**config.mk**
```make
export PLATFORM = sky130hd
export DESIGN_NAME = mss_top
export DESIGN_NICKNAME = d
export VERILOG_FILES = /design/src/design/mss_pkg.sv /design/src/design/mss_top.sv /design/src/design/mss_sync.sv /design/src/design/mss_timer.sv
export SDC_FILE = /design/constraint.sdc
export NUM_CORES = 1
export LEC_CHECK = 0
export BUFFER_PORTS_ARGS = -buffer_cell sky130_fd_sc_hd__buf_2
export CELL_PAD_IN_SITES_DETAIL_PLACEMENT = 0
export CELL_PAD_IN_SITES_GLOBAL_PLACEMENT = 2
export CORE_UTILIZATION = 31
export CTS_BUF_LIST = sky130_fd_sc_hd__clkbuf_4
export DETAILED_ROUTE_END_ITERATION = 12
export MAX_ROUTING_LAYER = met4
export PLACE_DENSITY_LB_ADDON = 0.1
export SETUP_SLACK_MARGIN = 0.3
export SKIP_LAST_GASP = 1
export SLEW_MARGIN = 20
export SYNTH_ARGS = -nofsm -noshare
export SYNTH_HDL_FRONTEND = slang
export SYNTH_HIERARCHICAL = 1
export SYNTH_SLANG_ARGS = --single-unit
export TNS_END_PERCENT = 5
```
**constraint.sdc**
```tcl
create_clock -name pclk -period 6.34 [get_ports pclk]
set_input_delay 0 -clock pclk [delete_from_list [all_inputs] [get_ports pclk]]
set_output_delay 0 -clock pclk [all_outputs]
set_load 0.01 [all_outputs]
```
**src/design/mss_pkg.sv**
```systemverilog
// module state sequencer: shared constants, register map and state type
// assumes a 200 MHz pclk and a 32-bit APB register bus
package mss_pkg;

	// ----------------------------------------------------------------
	// states
	// ----------------------------------------------------------------
	typedef enum logic [2:0] {
		st_resetting,
		st_reset,
		st_interface_init,
		st_low_power,
		st_powering_up,
		st_ready,
		st_powering_down,
		st_fault
	} mss_state_t;

	// ----------------------------------------------------------------
	// lanes
	// ----------------------------------------------------------------
	localparam int          LANES            = 8;
	localparam int          PATH_W           = 4;
	localparam int          FAULT_W          = 4;
	localparam logic [3:0]  PATH_DEACTIVATED = 4'h1;

	// ----------------------------------------------------------------
	// register offsets (byte addresses)
	// ----------------------------------------------------------------
	localparam logic [7:0]  OFF_CTRL       = 8'h00;
	localparam logic [7:0]  OFF_STATE      = 8'h04;
	localparam logic [7:0]  OFF_INT_STATUS = 8'h08;
	localparam logic [7:0]  OFF_INT_CLEAR  = 8'h0c;
	localparam logic [7:0]  OFF_INT_ENABLE = 8'h10;

	// ctrl fields
	localparam int          CTRL_SOFT_RESET = 0;
	localparam int          CTRL_SW_LP      = 1;
	localparam int          CTRL_LP_PERMIT  = 2;
	localparam int          CTRL_FAULT_EN   = 4;
	localparam logic [31:0] CTRL_RESET      = 32'h0000_00f4;

	// state register fields
	localparam int          STATE_CODE     = 0;
	localparam int          STATE_RESET_C  = 4;
	localparam int          STATE_FAULT_C  = 5;
	localparam int          STATE_LP_C     = 6;
	localparam int          STATE_LPEX_C   = 7;
	localparam int          STATE_ALL_DEAC = 8;

	// interrupt bits
	localparam int          INT_W          = 2;
	localparam int          INT_NOTICE     = 0;
	localparam int          INT_FAULT      = 1;
	localparam logic [1:0]  INT_EN_RESET   = 2'h0;

	// ----------------------------------------------------------------
	// timing of transient states
	// ----------------------------------------------------------------
	localparam int          CLK_PERIOD_PS  = 5000;
	localparam int          T_RESETTING_NS = 1000;
	localparam int          T_INIT_NS      = 2000;
	localparam int          T_PWR_UP_NS    = 5000;
	localparam int          T_PWR_DN_NS    = 5000;
	localparam int          TMR_W          = 12;
	localparam logic [11:0] CYC_RESETTING  = 12'((T_RESETTING_NS * 1000) / CLK_PERIOD_PS);
	localparam logic [11:0] CYC_INIT       = 12'((T_INIT_NS * 1000) / CLK_PERIOD_PS);
	localparam logic [11:0] CYC_PWR_UP     = 12'((T_PWR_UP_NS * 1000) / CLK_PERIOD_PS);
	localparam logic [11:0] CYC_PWR_DN     = 12'((T_PWR_DN_NS * 1000) / CLK_PERIOD_PS);

endpackage

```
**src/design/mss_top.sv**
```systemverilog
// module-wide state sequencer with APB register access
// assumes lane path states come from logic on pclk; pins are asynchronous
//
// Operation
// RULE1 - changed notice is set only on entering fault, low-power or ready
// RULE2 - no notice when the entered state's exit condition already holds
// RULE3 - start in reset, stay while reset condition true, then interface init
// RULE4 - exit priority: reset first, fault second, all others last
// RULE5 - reset condition is supply reset OR reset pin OR soft reset bit
// RULE6 - supply reset is optional and reads as deasserted when absent
// RULE7 - host holds the reset pin beyond the minimum pulse duration
// RULE8 - fault condition comes from enabled internal fault sources
// RULE9 - low power when software bit set, or permit bit and pin asserted
// RULE10 - ready exits to powering down on low power and all paths deactivated
// RULE11 - all paths deactivated only when every lane shows the deactivated state
// RULE12 - reset condition sends any state to resetting; fault goes to fault (code: reset stays in reset; resetting and reset ignore fault)
// RULE13 - low power leaves when condition drops; powering up ends ready or down
// RULE14 - ready goes powering down on exit condition, then back to low power
// RULE15 - transitions clear no flags; interrupt clears only by clear or mask
// RULE16 - conditions evaluated and state registered every clock, state readable
`timescale 1ns/1ps
module mss_top #(
	parameter bit HAS_SUPPLY_RESET = 1'b1
) (
	// clock and reset
	input  wire logic                                  pclk,
	input  wire logic                                  presetn,
	// apb slave
	input  wire logic                                  psel,
	input  wire logic                                  penable,
	input  wire logic                                  pwrite,
	input  wire logic [7:0]                            paddr,
	input  wire logic [31:0]                           pwdata,
	output logic      [31:0]                           prdata,
	output logic                                       pready,
	output logic                                       pslverr,
	// host pins
	input  wire logic                                  hw_reset_n,
	input  wire logic                                  low_power_pin,
	// internal sources
	input  wire logic                                  supply_reset,
	input  wire logic [mss_pkg::FAULT_W-1:0]           fault_src,
	input  wire logic [mss_pkg::LANES-1:0][mss_pkg::PATH_W-1:0] lane_path_state,
	// status out
	output logic      [2:0]                            module_state,
	output logic                                       irq
);

	// ----------------------------------------------------------------
	// pin and internal source synchronisers
	// ----------------------------------------------------------------
	// reset pin reset_condition to asserted: reset is left only once the pin is seen high
	logic       hw_reset_n_s;
	logic       low_power_pin_s;
	logic       supply_reset_s;
	logic [mss_pkg::FAULT_W-1:0] fault_s;

	mss_sync #(
		.W    (3),
		.INIT (32'h0000_0000)
	) u_pin_sync (
		.pclk     (pclk),
		.presetn  (presetn),
		.async_in ({supply_reset, low_power_pin, hw_reset_n}),
		.sync_out ({supply_reset_s, low_power_pin_s, hw_reset_n_s})
	);

	mss_sync #(
		.W    (mss_pkg::FAULT_W),
		.INIT (32'h0000_0000)
	) u_fault_sync (
		.pclk     (pclk),
		.presetn  (presetn),
		.async_in (fault_src),
		.sync_out (fault_s)
	);

	// ----------------------------------------------------------------
	// registers
	// ----------------------------------------------------------------
	logic [31:0]                 ctrl_r;
	logic [mss_pkg::INT_W-1:0]   int_status_r;
	logic [mss_pkg::INT_W-1:0]   int_enable_r;
	mss_pkg::mss_state_t         state_r;
	mss_pkg::mss_state_t         state_nxt;
	logic                        entered_r;
	logic                        fault_cond_q_r;
	logic soft_reset;
	logic sw_lp_req_bit;
	logic pin_low_power_permit;
	logic [mss_pkg::FAULT_W-1:0] fault_enable;
	assign soft_reset           = ctrl_r[mss_pkg::CTRL_SOFT_RESET];
	assign sw_lp_req_bit        = ctrl_r[mss_pkg::CTRL_SW_LP];
	assign pin_low_power_permit = ctrl_r[mss_pkg::CTRL_LP_PERMIT];
	assign fault_enable = ctrl_r[mss_pkg::CTRL_FAULT_EN +: mss_pkg::FAULT_W];

	// ----------------------------------------------------------------
	// transition conditions
	// ----------------------------------------------------------------
	logic                     supply_reset_eff;
	logic                     reset_condition;
	logic                     fault_condition;
	logic                     low_power_condition;
	logic                     low_power_exit_condition;
	logic                     all_paths_deactivated;
	logic [mss_pkg::LANES-1:0] path_deactivated;

	// absent supply detector reads as never asserted
	assign supply_reset_eff = HAS_SUPPLY_RESET & supply_reset_s; // see RULE6
	assign reset_condition = supply_reset_eff | ~hw_reset_n_s | soft_reset; // see RULE5
	// fault sources are chosen by software through the enable field
	assign fault_condition = |(fault_s & fault_enable); // see RULE8
	assign low_power_condition = sw_lp_req_bit
		| (pin_low_power_permit & low_power_pin_s); // see RULE9

	genvar gi;
	generate
		for (gi = 0; gi < mss_pkg::LANES; gi++) begin : g_lane
			assign path_deactivated[gi] =
				(lane_path_state[gi] == mss_pkg::PATH_DEACTIVATED); // see RULE11
		end
	endgenerate

	assign all_paths_deactivated    = &path_deactivated; // see RULE11
	assign low_power_exit_condition = low_power_condition & all_paths_deactivated; // see RULE10

	// ----------------------------------------------------------------
	// transient state timer
	// ----------------------------------------------------------------
	logic                      tmr_done;
	logic                      tmr_start;
	logic [mss_pkg::TMR_W-1:0] tmr_load;

	function automatic logic [mss_pkg::TMR_W-1:0] state_time(
		input mss_pkg::mss_state_t s
	);
		case (s)
			mss_pkg::st_resetting:      state_time = mss_pkg::CYC_RESETTING;
			mss_pkg::st_interface_init: state_time = mss_pkg::CYC_INIT;
			mss_pkg::st_powering_up:    state_time = mss_pkg::CYC_PWR_UP;
			mss_pkg::st_powering_down:  state_time = mss_pkg::CYC_PWR_DN;
			default:                    state_time = '0;
		endcase
	endfunction

	function automatic logic notice_state(input mss_pkg::mss_state_t s);
		notice_state = (s == mss_pkg::st_fault) || (s == mss_pkg::st_low_power)
			|| (s == mss_pkg::st_ready);
	endfunction

	assign tmr_start = (state_nxt != state_r);
	assign tmr_load  = state_time(state_nxt);
	mss_timer u_timer (
		.pclk    (pclk),
		.presetn (presetn),
		.start   (tmr_start),
		.load    (tmr_load),
		.done    (tmr_done)
	);

	// ----------------------------------------------------------------
	// next state
	// ----------------------------------------------------------------
	always_comb begin
		state_nxt = state_r;
		case (state_r)
			mss_pkg::st_resetting: begin
				if (tmr_done)
					state_nxt = mss_pkg::st_reset; // see RULE12
			end
			mss_pkg::st_reset: begin
				if (!reset_condition)
					state_nxt = mss_pkg::st_interface_init; // see RULE3
			end
			mss_pkg::st_interface_init: begin
				if (reset_condition)
					state_nxt = mss_pkg::st_resetting; // see RULE4
				else if (fault_condition)
					state_nxt = mss_pkg::st_fault;
				else if (tmr_done)
					state_nxt = mss_pkg::st_low_power;
			end
			mss_pkg::st_low_power: begin
				if (reset_condition)
					state_nxt = mss_pkg::st_resetting; // see RULE4
				else if (fault_condition)
					state_nxt = mss_pkg::st_fault;
				else if (!low_power_condition)
					state_nxt = mss_pkg::st_powering_up; // see RULE13
			end
			mss_pkg::st_powering_up: begin
				if (reset_condition)
					state_nxt = mss_pkg::st_resetting; // see RULE4
				else if (fault_condition)
					state_nxt = mss_pkg::st_fault;
				else if (low_power_condition)
					state_nxt = mss_pkg::st_powering_down; // see RULE13
				else if (tmr_done)
					state_nxt = mss_pkg::st_ready; // see RULE13
			end
			mss_pkg::st_ready: begin
				if (reset_condition)
					state_nxt = mss_pkg::st_resetting; // see RULE4
				else if (fault_condition)
					state_nxt = mss_pkg::st_fault;
				else if (low_power_exit_condition)
					state_nxt = mss_pkg::st_powering_down; // see RULE14
			end
			mss_pkg::st_powering_down: begin
				if (reset_condition)
					state_nxt = mss_pkg::st_resetting; // see RULE4
				else if (fault_condition)
					state_nxt = mss_pkg::st_fault;
				else if (tmr_done)
					state_nxt = mss_pkg::st_low_power; // see RULE14
			end
			mss_pkg::st_fault: begin
				if (reset_condition)
					state_nxt = mss_pkg::st_resetting; // see RULE12
			end
			default: state_nxt = mss_pkg::st_resetting;
		endcase
	end

	// ----------------------------------------------------------------
	// state register
	// ----------------------------------------------------------------
	always_ff @(posedge pclk or negedge presetn) begin
		if (!presetn)
			state_r <= mss_pkg::st_reset; // see RULE3
		else
			state_r <= state_nxt; // see RULE16
	end

	// marks the first cycle in a newly entered state
	always_ff @(posedge pclk or negedge presetn) begin
		if (!presetn)
			entered_r <= 1'b0;
		else
			entered_r <= (state_nxt != state_r);
	end

	always_ff @(posedge pclk or negedge presetn) begin
		if (!presetn)
			fault_cond_q_r <= 1'b0;
		else
			fault_cond_q_r <= fault_condition;
	end

	// ----------------------------------------------------------------
	// events
	// ----------------------------------------------------------------
	// notice waits one cycle so a state left at once is never flagged
	logic                      ev_notice;
	logic                      ev_fault;
	logic [mss_pkg::INT_W-1:0] ev_vec;
	assign ev_notice = entered_r && notice_state(state_r) // see RULE1
		&& (state_nxt == state_r); // see RULE2
	assign ev_fault  = fault_condition & ~fault_cond_q_r;

	always_comb begin
		ev_vec = '0;
		ev_vec[mss_pkg::INT_NOTICE] = ev_notice;
		ev_vec[mss_pkg::INT_FAULT]  = ev_fault;
	end

	// ----------------------------------------------------------------
	// apb decode
	// ----------------------------------------------------------------
	logic setup_ph;
	logic wr_acc;
	logic mapped;
	function automatic logic addr_mapped(input logic [7:0] a);
		addr_mapped = (a == mss_pkg::OFF_CTRL) || (a == mss_pkg::OFF_STATE)
			|| (a == mss_pkg::OFF_INT_STATUS) || (a == mss_pkg::OFF_INT_CLEAR)
			|| (a == mss_pkg::OFF_INT_ENABLE);
	endfunction

	assign setup_ph = psel & ~penable;
	assign mapped   = addr_mapped(paddr);
	// writes land at the access edge that completes the transfer
	assign wr_acc   = psel & penable & pready & pwrite & mapped;

	// ----------------------------------------------------------------
	// apb answer
	// ----------------------------------------------------------------
	// one wait-free access cycle: ready is registered from setup and high in the access cycle
	always_ff @(posedge pclk or negedge presetn) begin
		if (!presetn) begin
			pready  <= 1'b0;
			pslverr <= 1'b0;
		end else begin
			pready  <= setup_ph;
			pslverr <= setup_ph & ~mapped;
		end
	end

	always_ff @(posedge pclk or negedge presetn) begin
		if (!presetn) begin
			prdata <= 32'h0000_0000;
		end else if (setup_ph && !pwrite) begin
			prdata <= 32'h0000_0000;
			case (paddr)
				mss_pkg::OFF_CTRL:       prdata <= ctrl_r;
				mss_pkg::OFF_STATE: begin
					prdata[mss_pkg::STATE_CODE +: 3] <= state_r; // see RULE16
					prdata[mss_pkg::STATE_RESET_C]   <= reset_condition;
					prdata[mss_pkg::STATE_FAULT_C]   <= fault_condition;
					prdata[mss_pkg::STATE_LP_C]      <= low_power_condition;
					prdata[mss_pkg::STATE_LPEX_C]    <= low_power_exit_condition;
					prdata[mss_pkg::STATE_ALL_DEAC]  <= all_paths_deactivated;
				end
				mss_pkg::OFF_INT_STATUS: prdata[mss_pkg::INT_W-1:0] <= int_status_r;
				mss_pkg::OFF_INT_ENABLE: prdata[mss_pkg::INT_W-1:0] <= int_enable_r;
				default:                 prdata <= 32'h0000_0000;
			endcase
		end
	end

	// ----------------------------------------------------------------
	// control register
	// ----------------------------------------------------------------
	// soft reset self-clears once the reset state is reached
	always_ff @(posedge pclk or negedge presetn) begin
		if (!presetn) begin
			ctrl_r <= mss_pkg::CTRL_RESET;
		end else if (wr_acc && paddr == mss_pkg::OFF_CTRL) begin
			ctrl_r <= pwdata;
			ctrl_r[31:mss_pkg::CTRL_FAULT_EN + mss_pkg::FAULT_W] <= '0;
			ctrl_r[3] <= 1'b0;
		end else if (state_r == mss_pkg::st_reset) begin
			ctrl_r[mss_pkg::CTRL_SOFT_RESET] <= 1'b0;
		end
	end

	// ----------------------------------------------------------------
	// interrupt status, enable, output
	// ----------------------------------------------------------------
	// a new event in the clearing cycle survives: set beats clear
	always_ff @(posedge pclk or negedge presetn) begin
		if (!presetn)
			int_status_r <= '0;
		else if (wr_acc && paddr == mss_pkg::OFF_INT_CLEAR)
			int_status_r <= (int_status_r & ~pwdata[mss_pkg::INT_W-1:0]) | ev_vec; // see RULE15
		else
			int_status_r <= int_status_r | ev_vec; // see RULE15
	end

	always_ff @(posedge pclk or negedge presetn) begin
		if (!presetn)
			int_enable_r <= mss_pkg::INT_EN_RESET;
		else if (wr_acc && paddr == mss_pkg::OFF_INT_ENABLE)
			int_enable_r <= pwdata[mss_pkg::INT_W-1:0];
	end

	always_ff @(posedge pclk or negedge presetn) begin
		if (!presetn)
			irq <= 1'b0;
		else
			irq <= |(int_status_r & int_enable_r); // see RULE15
	end

	always_ff @(posedge pclk or negedge presetn) begin
		if (!presetn)
			module_state <= 3'h1;
		else
			module_state <= state_nxt; // see RULE16
	end

endmodule // mss_top

```
**src/design/mss_sync.sv**
```systemverilog
// two flip-flop synchroniser for a bundle of asynchronous levels
// assumes each bit is a slow level, not a pulse shorter than two clocks
`timescale 1ns/1ps
module mss_sync #(
	parameter int          W     = 1,
	parameter logic [31:0] INIT  = 32'h0000_0000
) (
	// clock and reset
	input  wire logic         pclk,
	input  wire logic         presetn,
	// levels
	input  wire logic [W-1:0] async_in,
	output logic      [W-1:0] sync_out
);

	logic [W-1:0] meta_r;

	always_ff @(posedge pclk or negedge presetn) begin
		if (!presetn) begin
			meta_r   <= INIT[W-1:0];
			sync_out <= INIT[W-1:0];
		end else begin
			meta_r   <= async_in;
			sync_out <= meta_r;
		end
	end

endmodule // mss_sync

```
**src/design/mss_timer.sv**
```systemverilog
// completion timer for transient states
// assumes start is a one-cycle pulse; a new start reloads the count
`timescale 1ns/1ps
module mss_timer (
	// clock and reset
	input  wire logic                     pclk,
	input  wire logic                     presetn,
	// control
	input  wire logic                     start,
	input  wire logic [mss_pkg::TMR_W-1:0] load,
	// result
	output logic                          done
);

	logic [mss_pkg::TMR_W-1:0] cnt_r;
	logic                      run_r;

	always_ff @(posedge pclk or negedge presetn) begin
		if (!presetn) begin
			cnt_r <= '0;
			run_r <= 1'b0;
		end else if (start) begin
			cnt_r <= load;
			run_r <= 1'b1;
		end else if (run_r && cnt_r != '0) begin
			cnt_r <= cnt_r - 1'b1;
		end else begin
			run_r <= 1'b0;
		end
	end

	// one-cycle pulse once the count has run out and no new start came
	assign done = run_r && (cnt_r == '0);

endmodule // mss_timer

```
==> metrics.md <==
| Metric | Value |
|---|---|
| Status | complete, no violations |
| Post-CTS setup buffers | 0 |
| Min-delay src | paddr[0] |
| RSZ-0062 raised after global routing | false |
| Ys async rst share | 1.00 |
| Initial antenna violation count | 0 |
| Later-pin clock latency in the skew report | roughly 0.38 ns |
| Die height | roughly 99 um |
| First-pass GRT wire length | between 10 and 15 mm |
| Final Cycle Share | 0.555 |
| Max-Cap Viols | 0 |
| FP Rows | 35 |
| Initial DRT Pass Iterations | 4 |
| Via density | between 4 and 5 |
| Power share of the clock group | 0.182 |
| Simple-gate portion of the synthesized area | 0.204 |
| Post-synth EDFFs | 0 |
| WP data required | 6.60 ns |
| Largest net degree at the start of global routing | 55 |
| HP Class | primary input to flip-flop |
| Crit-path max FO | 17 |
| Switching pwr | about 0.31 mW |
| Post-layout minimum cycle time | approximately 3.5 ns |
| Fin nets | 473 |
| CTS tree | yes |
| Yosys top cell by area | dfrtp_1 |
| Total clock buffers created by CTS | 5 |
| Syn avg cell area | a little under 10 um2 |
| Crit Path Class | flip-flop to flip-flop |
| RePlAce Congestion | approximately 0.8 |
| # IOs | between 100 and 150 |
| Synth top area cells | dfrtp_1, buf_4, dfstp_2 |
| Area of the mapped netlist | around 2900 um2 |
| Number of global-route vias before repair | between 2000 and 2500 |
| Setup TNS | 0 ns |
| Main flop type after synthesis | dfrtp_1 |
| Mapped Cells | 296 |
| Initial core utilization | 0.318 |
| Antenna Cells | 0 |
| Vias | around 2400 |
| Synth Area in XOR/XNOR | 0.00899 |
| R2R Setup Slk | 2.82 ns |
| Placed Cells | between 400 and 500 |
| CTS clk-pin slew, worst paths | ~0.17 ns |
| Top-area cell type share of the netlist area | 0.411 |
| DP Worst Slack | roughly 2.8 ns |
| Die Area | slightly below 10000 um2 |
| Worst-margin pin slew | ~0.97 ns |
| Post-DP HPWL | 5.23 mm |
| GRT Total Usage | 0.158 |
| # port buffers | between 70 and 80 |
| Reg2Reg Depth | 9 |
| CTS root buffer | clkbuf_4 |
| Antenna Nets Post-Route | 0 |
| Largest family of logic cells by synthesized area | simple AND/OR/NAND/NOR gates |
| Crit path DAT | around 3.8 ns |
| Comb power frac | 0.281 |
| Share of cells above drive strength 1 | 0.260 |
| Fin. max-slew vios | 0 |
| Post-synthesis adder-cell area fraction | 0.00856 |
| # DRC | 0 |
| Setup violations, final | 0 |
| Most common cell after layout, fill and taps aside | buf_2 |
| Hold path cells | 6 |
| Max frequency | between 200 and 300 MHz |
| CP startpoint kind | flip-flop |
| Clock sinks | 54 |
| H-tree levels | 2 |
| Post-DR wirelength/cell | about 14 um |
| Worst setup margin | around 2.8 ns |
| Commonest non-fill, non-tap cells in the layout | buf_2, dfrtp_1, conb_1, nand2_1, nor2_1 |
| YS warnings | 6 |
| Layout area overhead | 21.1% |
| Peak supply drop | roughly 0.082 mV |
| Seq pwr share | 0.537 |
| Final Hold Fails | 0 |
| Chip Width | between 90 and 100 um |
| Slew margin rel. | 0.354 |
| Clock Skews | approximately 0.015 ns |
| Yosys cell types | 59 |
| Final wirelength | ~7.1 mm |
| Detailed Route Iter0 Violations | 161 |
| Crit. End Element | flip-flop |
| Compound-Gate Fraction of Synth Area | 0.180 |
| Worst r2r src | u_timer/cnt_r[8]$_DFFE_PN0P_ |
| Non-filler cells, final | 499 |
| Post-synthesis register bit count | 54 |
| Mux contribution to synthesized area | 0.0342 |
| Total core area | between 9000 and 10000 um2 |
| Max clock buf depth | 2 |
| P_leak | approximately 1.5 nW |
| Worst R2R End | u_timer/cnt_r[11]$_DFFE_PN0P_ |
| Sequential area share after synthesis | 0.465 |
| Gr ovfl total | 0 |
| Sw Ratio | 0.353 |
| Hold Crit Endpoint | prdata[0]$_DFFE_PN0P_ |
| Total power density per cell area | between 200 and 250 nW/um2 |
| Internal power | 0.561 mW |
synth_stat cells, types with 6 or more instances:
cell type	number
nor2_1	24
inv_1	11
dfstp_2	6
o21ai_0	11
a31oi_1	9
a21oi_1	11
mux2_1	6
clkbuf_1	8
nand2_1	25
nor4b_1	7
a22oi_1	7
dfrtp_1	48
buf_4	24
critical path, stage by stage (launching register included):
cell,delay (ns)
dfrtp_1,0.44
or4_4,0.59
or3_4,0.40
nor2_1,0.28
o22ai_1,0.13
and3_1,0.23
o221ai_2,0.63
inv_1,0.38
o211ai_1,0.20
nand3_1,0.10
kinds of logic (layout without fill, tap and decap cells):
| kind of cell | Yosys count | count (layout) |
|---|---|---|
| buffers and inverters | 48 | 112 |
| xor gates and xnor gates | 3 | 3 |
| other | 1 | 29 |
| DFF | 54 | 54 |
| and+or+nand+nor | 107 | 107 |
| AOI/OAI and AO/OA | 72 | 72 |
| muxes | 9 | 9 |
| adders and majority gates | 2 | 2 |
how the worst max path moves through the flow:
| stage | startpoint | slack [ns] | end |
|---|---|---|---|
| 5_1_grt | u_timer/cnt_r[8]$_DFFE_PN0P_ | 2.54 | u_timer/cnt_r[11]$_DFFE_PN0P_ |
| 6_report | u_timer/cnt_r[8]$_DFFE_PN0P_ | 2.82 | u_timer/cnt_r[11]$_DFFE_PN0P_ |
| 2_1_floorplan | u_timer/cnt_r[8]$_DFFE_PN0P_ | 3.56 | u_timer/cnt_r[11]$_DFFE_PN0P_ |
| 4_1_cts | u_timer/cnt_r[8]$_DFFE_PN0P_ | 2.79 | u_timer/cnt_r[11]$_DFFE_PN0P_ |
| 3_3_place_gp | u_timer/cnt_r[8]$_DFFE_PN0P_ | 2.81 | u_timer/cnt_r[11]$_DFFE_PN0P_ |
| 3_5_place_dp | u_timer/cnt_r[9]$_DFFE_PN0P_ | 2.83 | u_timer/cnt_r[11]$_DFFE_PN0P_ |
stage by stage:
stage	total power, mW	area [um2]	hold WS, ns	util
final	0.866	3540	0.0867	0.385
after global placement	0.705	3290	0.108	0.358
after floorplan	0.639	3030	-0.296	-
after detailed placement	0.707	3290	0.109	0.358
after global routing	0.932	3540	0.0960	0.385
after CTS	0.882	3540	0.0611	0.385
power by group through the flow:
stage | combinational, mW | clock, mW | sequential, mW
floorplan | 0.186 | 0 | 0.453
global placement | 0.235 | 0 | 0.470
detailed placement | 0.236 | 0 | 0.471
CTS | 0.247 | 0.170 | 0.465
global route | 0.278 | 0.179 | 0.476
finish | 0.244 | 0.158 | 0.465
sequential cells by signal, indices dropped and copies added (netlist names):
| register | count |
|---|---|
| u_fault_sync/meta_r | 4 |
| u_timer/run_r | 1 |
| fault_cond_q_r | 1 |
| u_timer/cnt_r | 12 |
| irq | 1 |
| u_pin_sync/sync_out | 3 |
| int_enable_r | 2 |
| pready | 1 |
| u_fault_sync/sync_out | 4 |
| ctrl_r | 7 |
| int_status_r | 2 |
| entered_r | 1 |
| prdata | 8 |
| module_state | 3 |
| u_pin_sync/meta_r | 3 |
| pslverr | 1 |
final cells by class:
type	instances	area, um2
Fill cell	938	5660
Multi-Input combinational cell	222	1380
Sequential cell	54	1360
Timing Repair Buffer	92	558
Tap cell	111	139
Inverter	12	45.0
Clock buffer	5	37.5
Clock inverter	3	20.0
routing by layer:
metal	GRT usage	routed length, um	share of wire	up-vias
met5	-	0	0	-
met4	0.0464	112	0.016	0
met2	0.240	3160	0.45	69
li1	-	-	-	1219
met1	0.215	3540	0.50	1117
met3	0.0281	274	0.039	9
timing repair:
item,in CTS,in global routing
gates resized for setup,0,0
endpoints found under the hold margin,70,0
hold buffers,19,0
Note: power is estimated with default switching activity, not from simulation.
